--- config.mk ---
export PLATFORM = sky130hd
export DESIGN_NAME = rtca_top
export DESIGN_NICKNAME = d
export VERILOG_FILES = /design/src/rtca_dst_mem.v /design/src/rtca_top.v
export VERILOG_INCLUDE_DIRS = /design/src
export SDC_FILE = /design/constraint.sdc
export NUM_CORES = 1
export LEC_CHECK = 0
export ABC_CLOCK_PERIOD_IN_PS = 10600
export BUFFER_PORTS_ARGS = -buffer_cell sky130_fd_sc_hd__buf_2
export CAP_MARGIN = 30
export CORE_MARGIN = 2
export CORE_UTILIZATION = 50
export CTS_CLUSTER_SIZE = 24
export DETAILED_ROUTE_END_ITERATION = 8
export GPL_TIMING_DRIVEN = 0
export PLACE_DENSITY = 0.7
export SLEW_MARGIN = 20
export SYNTH_ARGS = -nofsm -noshare
export SYNTH_HDL_FRONTEND = slang
export SYNTH_HIERARCHICAL = 1
export SYNTH_SLANG_ARGS = --single-unit
--- constraint.sdc ---
create_clock -name i_clk_sys -period 10.6 [get_ports i_clk_sys]
set_clock_uncertainty 0.2 [all_clocks]
set_input_delay 1.06 -clock i_clk_sys [delete_from_list [all_inputs] [get_ports i_clk_sys]]
set_output_delay 1.06 -clock i_clk_sys [all_outputs]
set_load 0.1 [all_outputs]
--- src/rtca_map.vh ---
// Register map, field positions, reset values and timing for the alarm block
`ifndef RTCA_MAP_VH
`define RTCA_MAP_VH

// ----------------------------------------------------------------
// Register indices (byte address is four times the index)
// ----------------------------------------------------------------
`define RTCA_IDX_STATUS 6'h07
`define RTCA_IDX_CTRL 6'h08
`define RTCA_IDX_PWRC 6'h09
`define RTCA_IDX_TRIM 6'h0f
`define RTCA_IDX_ALARM 6'h10
`define RTCA_IDX_TSM 6'h16
`define RTCA_IDX_TSB 6'h1b
`define RTCA_IDX_DST 6'h20
`define RTCA_IDX_ISTAT 6'h30
`define RTCA_IDX_IMASK 6'h31

// ----------------------------------------------------------------
// Field counts and positions
// ----------------------------------------------------------------
`define RTCA_N_ALARM 6
`define RTCA_N_STAMP 5
`define RTCA_N_DST 8
`define RTCA_N_INT 3
`define RTCA_BIT_ALM 4
`define RTCA_BIT_AUTOCLR 7
`define RTCA_BIT_REPEAT 6
`define RTCA_BIT_FOUTEN 0
`define RTCA_BIT_STCLR 7
`define RTCA_BIT_MEN 7
`define RTCA_FLD_MSB 6
`define RTCA_TRIM_SIGN 4
`define RTCA_INT_ALARM 0
`define RTCA_INT_M2B 1
`define RTCA_INT_B2M 2

// ----------------------------------------------------------------
// Reset values and limits
// ----------------------------------------------------------------
`define RTCA_ALARM_RST 8'h00
`define RTCA_ALARM_DAY_RST 8'h01
`define RTCA_ALARM_DATE_POS 3
`define RTCA_ALARM_MONTH_POS 4
`define RTCA_STAMP_RST 8'h00
`define RTCA_DST_RST 8'h00
`define RTCA_DST_MORV_RST 8'h10
`define RTCA_DST_MORV_IDX 4
`define RTCA_TRIM_MAX 4'ha

// ----------------------------------------------------------------
// Timing
// ----------------------------------------------------------------
`define RTCA_CLK_MHZ 50
`define RTCA_PULSE_US 250

`endif

--- src/rtca_dst_mem.v ---
// Small register-file memory holding the daylight-saving control bytes
`timescale 1ns/1ps
`include "rtca_map.vh"

module rtca_dst_mem #(
    parameter integer P_DEPTH = `RTCA_N_DST,
    parameter integer P_AW = 3,
    parameter integer P_DW = 8
) (
    // Clock and reset
    input wire i_clk_sys,
    input wire i_rst,
    // Access port
    input wire i_we,
    input wire [P_AW-1:0] i_addr,
    input wire [P_DW-1:0] i_wdata,
    output reg [P_DW-1:0] o_rdata
);

reg [P_DW-1:0] mem [0:P_DEPTH-1];
integer k;

// Read data always registered, one cycle after the address
always @(posedge i_clk_sys) begin
    if (i_rst) begin
        for (k = 0; k < P_DEPTH; k = k + 1) begin
            mem[k] <= (k == `RTCA_DST_MORV_IDX) ? `RTCA_DST_MORV_RST : `RTCA_DST_RST;
        end
        o_rdata <= `RTCA_DST_RST;
    end else begin
        if (i_we) begin
            mem[i_addr] <= i_wdata;
        end
        o_rdata <= mem[i_addr];
    end
end

endmodule

--- src/rtca_top.v ---
// Alarm, power time stamps and trim readback of the clock, behind APB
`timescale 1ns/1ps
`include "rtca_map.vh"

module rtca_top #(
    parameter integer P_PULSE_CYCLES = `RTCA_PULSE_US * `RTCA_CLK_MHZ,
    parameter integer P_CNT_W = 16
) (
    // Clock and reset
    input wire i_clk_sys,
    input wire i_rst,
    // APB slave
    input wire i_psel,
    input wire i_penable,
    input wire i_pwrite,
    input wire [7:0] i_paddr,
    input wire [31:0] i_pwdata,
    input wire [3:0] i_pstrb,
    output wire o_pready,
    output reg [31:0] o_prdata,
    output wire o_pslverr,
    // Running calendar, same clock
    input wire i_cal_tick,
    input wire [7:0] i_cal_sec,
    input wire [7:0] i_cal_min,
    input wire [7:0] i_cal_hour,
    input wire [7:0] i_cal_date,
    input wire [7:0] i_cal_month,
    input wire [7:0] i_cal_wday,
    // Trim after temperature correction, same clock
    input wire [4:0] i_final_trim,
    // Supply monitor, asynchronous
    input wire i_on_battery,
    // Frequency output, same clock
    input wire i_fout,
    // Alarm pin and interrupt
    output reg o_alarm_pin_n,
    output wire o_irq
);

// ----------------------------------------------------------------
// APB access
// ----------------------------------------------------------------
// One wait state on every access lets read data come from a flop
wire [5:0] idx;
wire acc;
wire done;
wire wr;
wire rd;
wire [7:0] wb;
reg acc_wait;
reg mapped;
reg [7:0] rsel;

assign idx = i_paddr[7:2];
assign acc = i_psel & i_penable;
assign done = acc & acc_wait;
assign o_pready = done;
assign o_pslverr = done & ~mapped;
assign wr = done & i_pwrite & i_pstrb[0] & mapped;
assign rd = done & ~i_pwrite & mapped;
assign wb = i_pwdata[7:0];

always @(posedge i_clk_sys) begin
    if (i_rst) begin
        acc_wait <= 1'b0;
    end else begin
        acc_wait <= acc & ~acc_wait;
    end
end

// ----------------------------------------------------------------
// Control registers
// ----------------------------------------------------------------
reg auto_clear_on_read;
reg alarm_repeat_select;
reg fout_enable;
reg [`RTCA_N_INT-1:0] int_mask;
wire stamp_clear;

always @(posedge i_clk_sys) begin
    if (i_rst) begin
        auto_clear_on_read <= 1'b0;
        alarm_repeat_select <= 1'b0;
        fout_enable <= 1'b0;
        int_mask <= {`RTCA_N_INT{1'b0}};
    end else begin
        if (wr && idx == `RTCA_IDX_CTRL) begin
            auto_clear_on_read <= wb[`RTCA_BIT_AUTOCLR];
            alarm_repeat_select <= wb[`RTCA_BIT_REPEAT];
            fout_enable <= wb[`RTCA_BIT_FOUTEN];
        end
        if (wr && idx == `RTCA_IDX_IMASK) begin
            int_mask <= wb[`RTCA_N_INT-1:0];
        end
    end
end

assign stamp_clear = wr && idx == `RTCA_IDX_PWRC && wb[`RTCA_BIT_STCLR];

// ----------------------------------------------------------------
// Trim readback
// ----------------------------------------------------------------
reg [4:0] trim_view;

always @(posedge i_clk_sys) begin
    if (i_rst) begin
        trim_view <= 5'h00;
    end else if (i_final_trim[3:0] > `RTCA_TRIM_MAX) begin
        trim_view <= {i_final_trim[`RTCA_TRIM_SIGN], `RTCA_TRIM_MAX};
    end else begin
        trim_view <= i_final_trim;
    end
end

// ----------------------------------------------------------------
// Alarm compare
// ----------------------------------------------------------------
wire [47:0] cal_vec;
wire [47:0] alarm_vec;
wire [`RTCA_N_ALARM-1:0] fld_en;
wire [`RTCA_N_ALARM-1:0] fld_eq;
wire match;
wire trigger;
reg match_prev;
genvar g;

assign cal_vec = {i_cal_wday, i_cal_month, i_cal_date, i_cal_hour, i_cal_min, i_cal_sec};

generate
    for (g = 0; g < `RTCA_N_ALARM; g = g + 1) begin : g_alm
        reg [7:0] val;
        always @(posedge i_clk_sys) begin
            if (i_rst) begin
                if (g == `RTCA_ALARM_DATE_POS || g == `RTCA_ALARM_MONTH_POS) begin
                    val <= `RTCA_ALARM_DAY_RST;
                end else begin
                    val <= `RTCA_ALARM_RST;
                end
            end else if (wr && idx == `RTCA_IDX_ALARM + g) begin
                val <= wb;
            end
        end
        assign alarm_vec[g*8 +: 8] = val;
        assign fld_en[g] = val[`RTCA_BIT_MEN];
        assign fld_eq[g] = val[`RTCA_FLD_MSB:0] == cal_vec[g*8 +: `RTCA_FLD_MSB+1];
    end
endgenerate

assign match = (&(~fld_en | fld_eq)) & (|fld_en);

assign trigger = i_cal_tick & match & ~match_prev;

always @(posedge i_clk_sys) begin
    if (i_rst) begin
        match_prev <= 1'b0;
    end else if (i_cal_tick) begin
        match_prev <= match;
    end
end

// ----------------------------------------------------------------
// Alarm flag
// ----------------------------------------------------------------
reg alarm_flag;
reg next_alarm_flag;

always @* begin
    next_alarm_flag = alarm_flag;
    if (wr && idx == `RTCA_IDX_STATUS && !wb[`RTCA_BIT_ALM]) begin
        next_alarm_flag = 1'b0;
    end
    if (rd && idx == `RTCA_IDX_STATUS && auto_clear_on_read) begin
        next_alarm_flag = 1'b0;
    end
    if (trigger) begin
        next_alarm_flag = 1'b1;
    end
end

always @(posedge i_clk_sys) begin
    if (i_rst) begin
        alarm_flag <= 1'b0;
    end else begin
        alarm_flag <= next_alarm_flag;
    end
end

// ----------------------------------------------------------------
// Alarm pin sequencer
// ----------------------------------------------------------------
localparam ST_IDLE = 3'b001;
localparam ST_HOLD = 3'b010;
localparam ST_PULSE = 3'b100;
localparam [P_CNT_W-1:0] L_LOAD = P_PULSE_CYCLES[P_CNT_W-1:0];
localparam [P_CNT_W-1:0] L_ONE = {{(P_CNT_W-1){1'b0}}, 1'b1};

reg [2:0] state;
reg [2:0] next_state;
reg [P_CNT_W-1:0] cnt;
reg [P_CNT_W-1:0] next_cnt;
reg next_pin_n;

always @* begin
    next_state = state;
    next_cnt = cnt;
    case (state)
        ST_IDLE: begin
            if (trigger && alarm_repeat_select) begin
                next_state = ST_PULSE;
                next_cnt = L_LOAD;
            end else if (trigger) begin
                next_state = ST_HOLD;
            end
        end
        ST_HOLD: begin
            if (trigger && alarm_repeat_select) begin
                next_state = ST_PULSE;
                next_cnt = L_LOAD;
            end else if (!next_alarm_flag) begin
                next_state = ST_IDLE;
            end
        end
        ST_PULSE: begin
            if (trigger) begin
                next_cnt = L_LOAD;
            end else if (cnt <= L_ONE) begin
                next_state = ST_IDLE;
                next_cnt = {P_CNT_W{1'b0}};
            end else begin
                next_cnt = cnt - L_ONE;
            end
        end
        default: begin
            next_state = ST_IDLE;
            next_cnt = {P_CNT_W{1'b0}};
        end
    endcase
    // Frequency output owns the pin while enabled
    if (fout_enable) begin
        next_pin_n = i_fout;
    end else begin
        next_pin_n = (next_state == ST_IDLE);
    end
end

always @(posedge i_clk_sys) begin
    if (i_rst) begin
        state <= ST_IDLE;
        cnt <= {P_CNT_W{1'b0}};
        o_alarm_pin_n <= 1'b1;
    end else begin
        state <= next_state;
        cnt <= next_cnt;
        o_alarm_pin_n <= next_pin_n;
    end
end

// ----------------------------------------------------------------
// Supply switchover time stamps
// ----------------------------------------------------------------
// A battery level already high at reset release is seen as a switchover
reg bat_s1;
reg bat_s2;
reg bat_s3;
reg m2b_held;
wire to_bat;
wire to_main;
wire cap_m2b;
wire [39:0] stm_vec;
wire [39:0] stb_vec;

always @(posedge i_clk_sys) begin
    if (i_rst) begin
        bat_s1 <= 1'b0;
        bat_s2 <= 1'b0;
        bat_s3 <= 1'b0;
    end else begin
        bat_s1 <= i_on_battery;
        bat_s2 <= bat_s1;
        bat_s3 <= bat_s2;
    end
end

assign to_bat = bat_s2 & ~bat_s3;
assign to_main = ~bat_s2 & bat_s3;
assign cap_m2b = to_bat & (~m2b_held | stamp_clear);

always @(posedge i_clk_sys) begin
    if (i_rst) begin
        m2b_held <= 1'b0;
    end else if (cap_m2b) begin
        m2b_held <= 1'b1;
    end else if (stamp_clear) begin
        m2b_held <= 1'b0;
    end
end

generate
    for (g = 0; g < `RTCA_N_STAMP; g = g + 1) begin : g_ts
        reg [7:0] m2b;
        reg [7:0] b2m;
        always @(posedge i_clk_sys) begin
            if (i_rst) begin
                m2b <= `RTCA_STAMP_RST;
                b2m <= `RTCA_STAMP_RST;
            end else begin
                if (cap_m2b) begin
                    m2b <= cal_vec[g*8 +: 8];
                end else if (stamp_clear) begin
                    m2b <= `RTCA_STAMP_RST;
                end
                if (to_main) begin
                    b2m <= cal_vec[g*8 +: 8];
                end else if (stamp_clear) begin
                    b2m <= `RTCA_STAMP_RST;
                end
            end
        end
        assign stm_vec[g*8 +: 8] = m2b;
        assign stb_vec[g*8 +: 8] = b2m;
    end
endgenerate

// ----------------------------------------------------------------
// Daylight-saving bytes
// ----------------------------------------------------------------
wire [7:0] dst_rdata;
wire dst_hit;

assign dst_hit = idx >= `RTCA_IDX_DST && idx < `RTCA_IDX_DST + `RTCA_N_DST;

rtca_dst_mem #(
    .P_DEPTH(`RTCA_N_DST),
    .P_AW(3),
    .P_DW(8)
) u_dst (
    .i_clk_sys(i_clk_sys),
    .i_rst(i_rst),
    .i_we(wr & dst_hit),
    .i_addr(idx[2:0]),
    .i_wdata(wb),
    .o_rdata(dst_rdata)
);

// ----------------------------------------------------------------
// Interrupt status
// ----------------------------------------------------------------
reg [`RTCA_N_INT-1:0] int_stat;
wire [`RTCA_N_INT-1:0] int_ev;
wire [`RTCA_N_INT-1:0] int_w1c;

assign int_ev[`RTCA_INT_ALARM] = trigger;
assign int_ev[`RTCA_INT_M2B] = cap_m2b;
assign int_ev[`RTCA_INT_B2M] = to_main;
assign int_w1c = (wr && idx == `RTCA_IDX_ISTAT) ? wb[`RTCA_N_INT-1:0] : {`RTCA_N_INT{1'b0}};
assign o_irq = |(int_stat & int_mask);

// New events win over a clear in the same cycle
always @(posedge i_clk_sys) begin
    if (i_rst) begin
        int_stat <= {`RTCA_N_INT{1'b0}};
    end else begin
        int_stat <= (int_stat & ~int_w1c) | int_ev;
    end
end

// ----------------------------------------------------------------
// Read mux
// ----------------------------------------------------------------
wire [5:0] aoff;
wire [5:0] moff;
wire [5:0] boff;

assign aoff = idx - `RTCA_IDX_ALARM;
assign moff = idx - `RTCA_IDX_TSM;
assign boff = idx - `RTCA_IDX_TSB;

always @* begin
    mapped = 1'b1;
    rsel = 8'h00;
    if (idx == `RTCA_IDX_STATUS) begin
        rsel[`RTCA_BIT_ALM] = alarm_flag;
    end else if (idx == `RTCA_IDX_CTRL) begin
        rsel[`RTCA_BIT_AUTOCLR] = auto_clear_on_read;
        rsel[`RTCA_BIT_REPEAT] = alarm_repeat_select;
        rsel[`RTCA_BIT_FOUTEN] = fout_enable;
    end else if (idx == `RTCA_IDX_PWRC) begin
        rsel = 8'h00;
    end else if (idx == `RTCA_IDX_TRIM) begin
        rsel = {3'h0, trim_view};
    end else if (idx >= `RTCA_IDX_ALARM && idx < `RTCA_IDX_TSM) begin
        rsel = alarm_vec[aoff[2:0]*8 +: 8];
    end else if (idx >= `RTCA_IDX_TSM && idx < `RTCA_IDX_TSB) begin
        rsel = stm_vec[moff[2:0]*8 +: 8];
    end else if (idx >= `RTCA_IDX_TSB && idx < `RTCA_IDX_TSB + `RTCA_N_STAMP) begin
        rsel = stb_vec[boff[2:0]*8 +: 8];
    end else if (dst_hit) begin
        rsel = dst_rdata;
    end else if (idx == `RTCA_IDX_ISTAT) begin
        rsel = {5'h00, int_stat};
    end else if (idx == `RTCA_IDX_IMASK) begin
        rsel = {5'h00, int_mask};
    end else begin
        mapped = 1'b0;
    end
end

// Read data latched on the first access cycle
always @(posedge i_clk_sys) begin
    if (i_rst) begin
        o_prdata <= 32'h00000000;
    end else if (acc && !acc_wait && !i_pwrite) begin
        o_prdata <= {24'h000000, rsel};
    end
end

endmodule

==> qor.csv <==
metric;value;unit
run status;complete, no violations;
clock buffer depth;3;
WHS;236;ps
Inserted Clock Buffers;28;
DP Area;13200;sq um
multiplexer share of the synthesized area;11.9;%
achievable frequency;0.164;GHz
crit-path most repeated cell;buf_2;
Min-Delay Path Class;register to register;
cell taking the most area after synthesis;dfxtp_1;
CTS Hold Bufs;0;
Clock Pin Slew Worst Setup and Hold Paths;60;ps
#FFs+latches synth;249;
Post-synth EDFFs;64;
Simple-Gate Fraction of Synth Area;21.3;%
Synth Area in Compound Gates;11.3;%
Syn Inst Count;1280;
period utilization;57.5;%
Crit. End Element;output port;
Post-CTS Setup Bufs;0;
internal power;1.64;mW
via count;10200;
Req. time, crit path;9340;ps
post-layout util;58.4;%
post-synth cell types;71;
Final nets;1534;
dominant synthesized flop cell;dfxtp_1;
Yosys top cell area share;30.3;%
Root Buffer;clkbuf_16;
main combinational cell family by area after synthesis;simple AND/OR/NAND/NOR gates;
Post-Synth XOR/XNOR Area;3.72;%
Total Power;2.21;mW
Routed Antenna Nets;0;
CP max-delay cell;clkbuf_1;
Max VDD drop;0.127;mV
DRC viols;0;
I/O Buffers;86;
cell area after layout;14100;sq um
Worst-Skew Late Latency;560;ps
first-pass GRT wire length;54.7;mm
Hold Path Stages;1;
total iterations of the first detailed-routing run;5;
Reg2Reg Depth;8;
Switch Pwr;570;uW
Syn Area/Cell;9.56;sq um
Rel. slew slack;42.7;%
I/O pin count;141;
share of total power in combinational logic;9.8;%
minimum clock period;6100;ps
sequential power share;45.4;%
Die X;160;microns
Slew Viols, Final;0;
total track usage;27.3;%
critical path cell sequence;buf_2 > buf_2 > clkbuf_1 > clkinv_1 > ha_1 > clkbuf_1 > o21ai_0 > a21oi_1 > or3_4 > nor4_1 > buf_2;
Placer Congestion;0.941;
Synth area leaders;dfxtp_1 (30%), edfxtp_1 (16%), mux2i_1 (7.4%);
largest net degree at the start of global routing;16;
CP max stage delay;490;ps
fin worst setup slack;4500;ps
Leak;5.76;nW
vias in the first global route;9571;
Worst Path Class, Setup;input pin to output port;
Post-Synth Adder-Cell Area;0.921;%
grt ovf;0;
H-tree levels;1;
Cell Pwr Density;156;nW/um^2
FILL cells;2111;
nature of the critical path startpoint;input pin;
# rows;57;
CTS Sinks;249;
Clk pwr share;44.7;%
Synth Cell Area;12200;sq um
die height;160;microns
layout cell share with drive strength beyond 1;16.1;%
dpl ws;4500;ps
# resized after CTS;0;
initial antenna violation count;0;
DP HPWL;26.3;mm
Synth Warn #;6;
Post-synth ARST share;0;%
Routed WL;35.8;mm
list of most frequent post-synthesis cells;dfxtp_1 (185), nand2_1 (140), a21oi_1 (131);
placed cells;1714;
via-per-instance ratio;5.76;
initial DRC count;1088;
Sw Ratio;25.8;%
Fin. Hold Viols;0;
synth-to-layout area growth;15.5;%
CTS tree;done;
Sum Neg Setup Slack;0;ps
Core ar.;24200;sq um
diodes inserted;0;
filler-free cell count of the finished design;1766;
sequential share of the synthesized area;46.0;%
Max-Cap Viols;0;
most frequent cell after synthesis;dfxtp_1;
total die area;25700;sq um
Avg WL per Cell;20.3;microns
final setup fails;0;
unrepaired setup endpoints after global routing;false;
Worst EP arrival;4840;ps
initial core utilization;50.6;%
Slew @ Worst Pin;859;ps
Crit Path Max Fanout;15;
## layout by cell type (no fill, tap or decap), types with 14 or more instances in the layout
cell	count
inv_1	14
edfxtp_1	64
and2_1	67
nor2_1	94
clkbuf_16	29
o21ai_0	23
dfxtp_1	185
mux2i_1	90
o22a_1	16
a21oi_1	131
clkbuf_1	56
nand2_1	140
mux4_2	22
buf_4	28
xnor2_1	26
nor2b_1	18
xor2_1	26
buf_2	97
nand3_1	100
conb_1	24
nand2b_1	17
## final cells by class
class | count | area (sq um) | area share (%)
Timing Repair Buffer | 87 | 440 | 3.12
Clock inverter | 11 | 118 | 0.832
Buffer | 101 | 528 | 3.74
Multi-Input combinational cell | 938 | 6110 | 43.2
Clock buffer | 41 | 851 | 6.02
Tap cell | 324 | 405 | 2.87
Inverter | 15 | 56.3 | 0.398
Sequential cell | 249 | 5630 | 39.8
## path summary, 6_finish.rpt
kind / startpoint / to / slack, ps
setup reg to reg: acc_wait / g_ts[4].m2b[1] / 7350
hold reg to reg: bat_s1 / bat_s2 / 240
setup / recovery: i_paddr[3] / o_pslverr / 4500
hold / removal: bat_s1 / bat_s2 / 240
## power by group through the flow
stage	Sequential [mW]	Clock, mW	Combinational, mW
floorplan	1.03	0	0.139
global placement	1.02	0	0.212
detailed placement	1.02	0	0.214
CTS	1.00	1.00	0.214
global route	1.01	1.04	0.229
finish	1.00	0.989	0.217
## sequential cells by signal (all words and copies together) (netlist names), 3 cells and up
signal / cells
g_ts.b2m: 40
int_stat: 3
cnt: 16
state: 3
g_alm.val: 48
o_prdata: 8
trim_view: 5
int_mask: 3
u_dst/o_rdata: 8
g_ts.m2b: 40
u_dst/mem: 64
## cells by family (layout without fill, tap and decap cells)
group           Yosys count  count (layout)
other cells               1              24
xor+xnor                 52              52
compound gates          228             228
flops                   249             249
buf+inv                 116             255
simple gates            508             508
fa+ha+maj                 9               9
mux                     117             117
## worst max-delay path: cells and delay by family
family	cells	cell delay, ps
compound gates	2	340
buf+inv	6	2460
fa+ha+maj	1	300
simple gates	2	650
## layer usage
| layer | wire length [microns] | vias to the layer above | global-route usage, % | share of wire (%) |
|---|---|---|---|---|
| met5 | 0 | - | 0 | 0 |
| met4 | 1130 | 0 | 7.90 | 3.2 |
| met3 | 2990 | 75 | 4.49 | 8.3 |
| met2 | 15900 | 479 | 42.5 | 44 |
| met1 | 15900 | 4825 | 39.3 | 44 |
| li1 | - | 4790 | - | - |
Power figures use the tool's default switching activity.
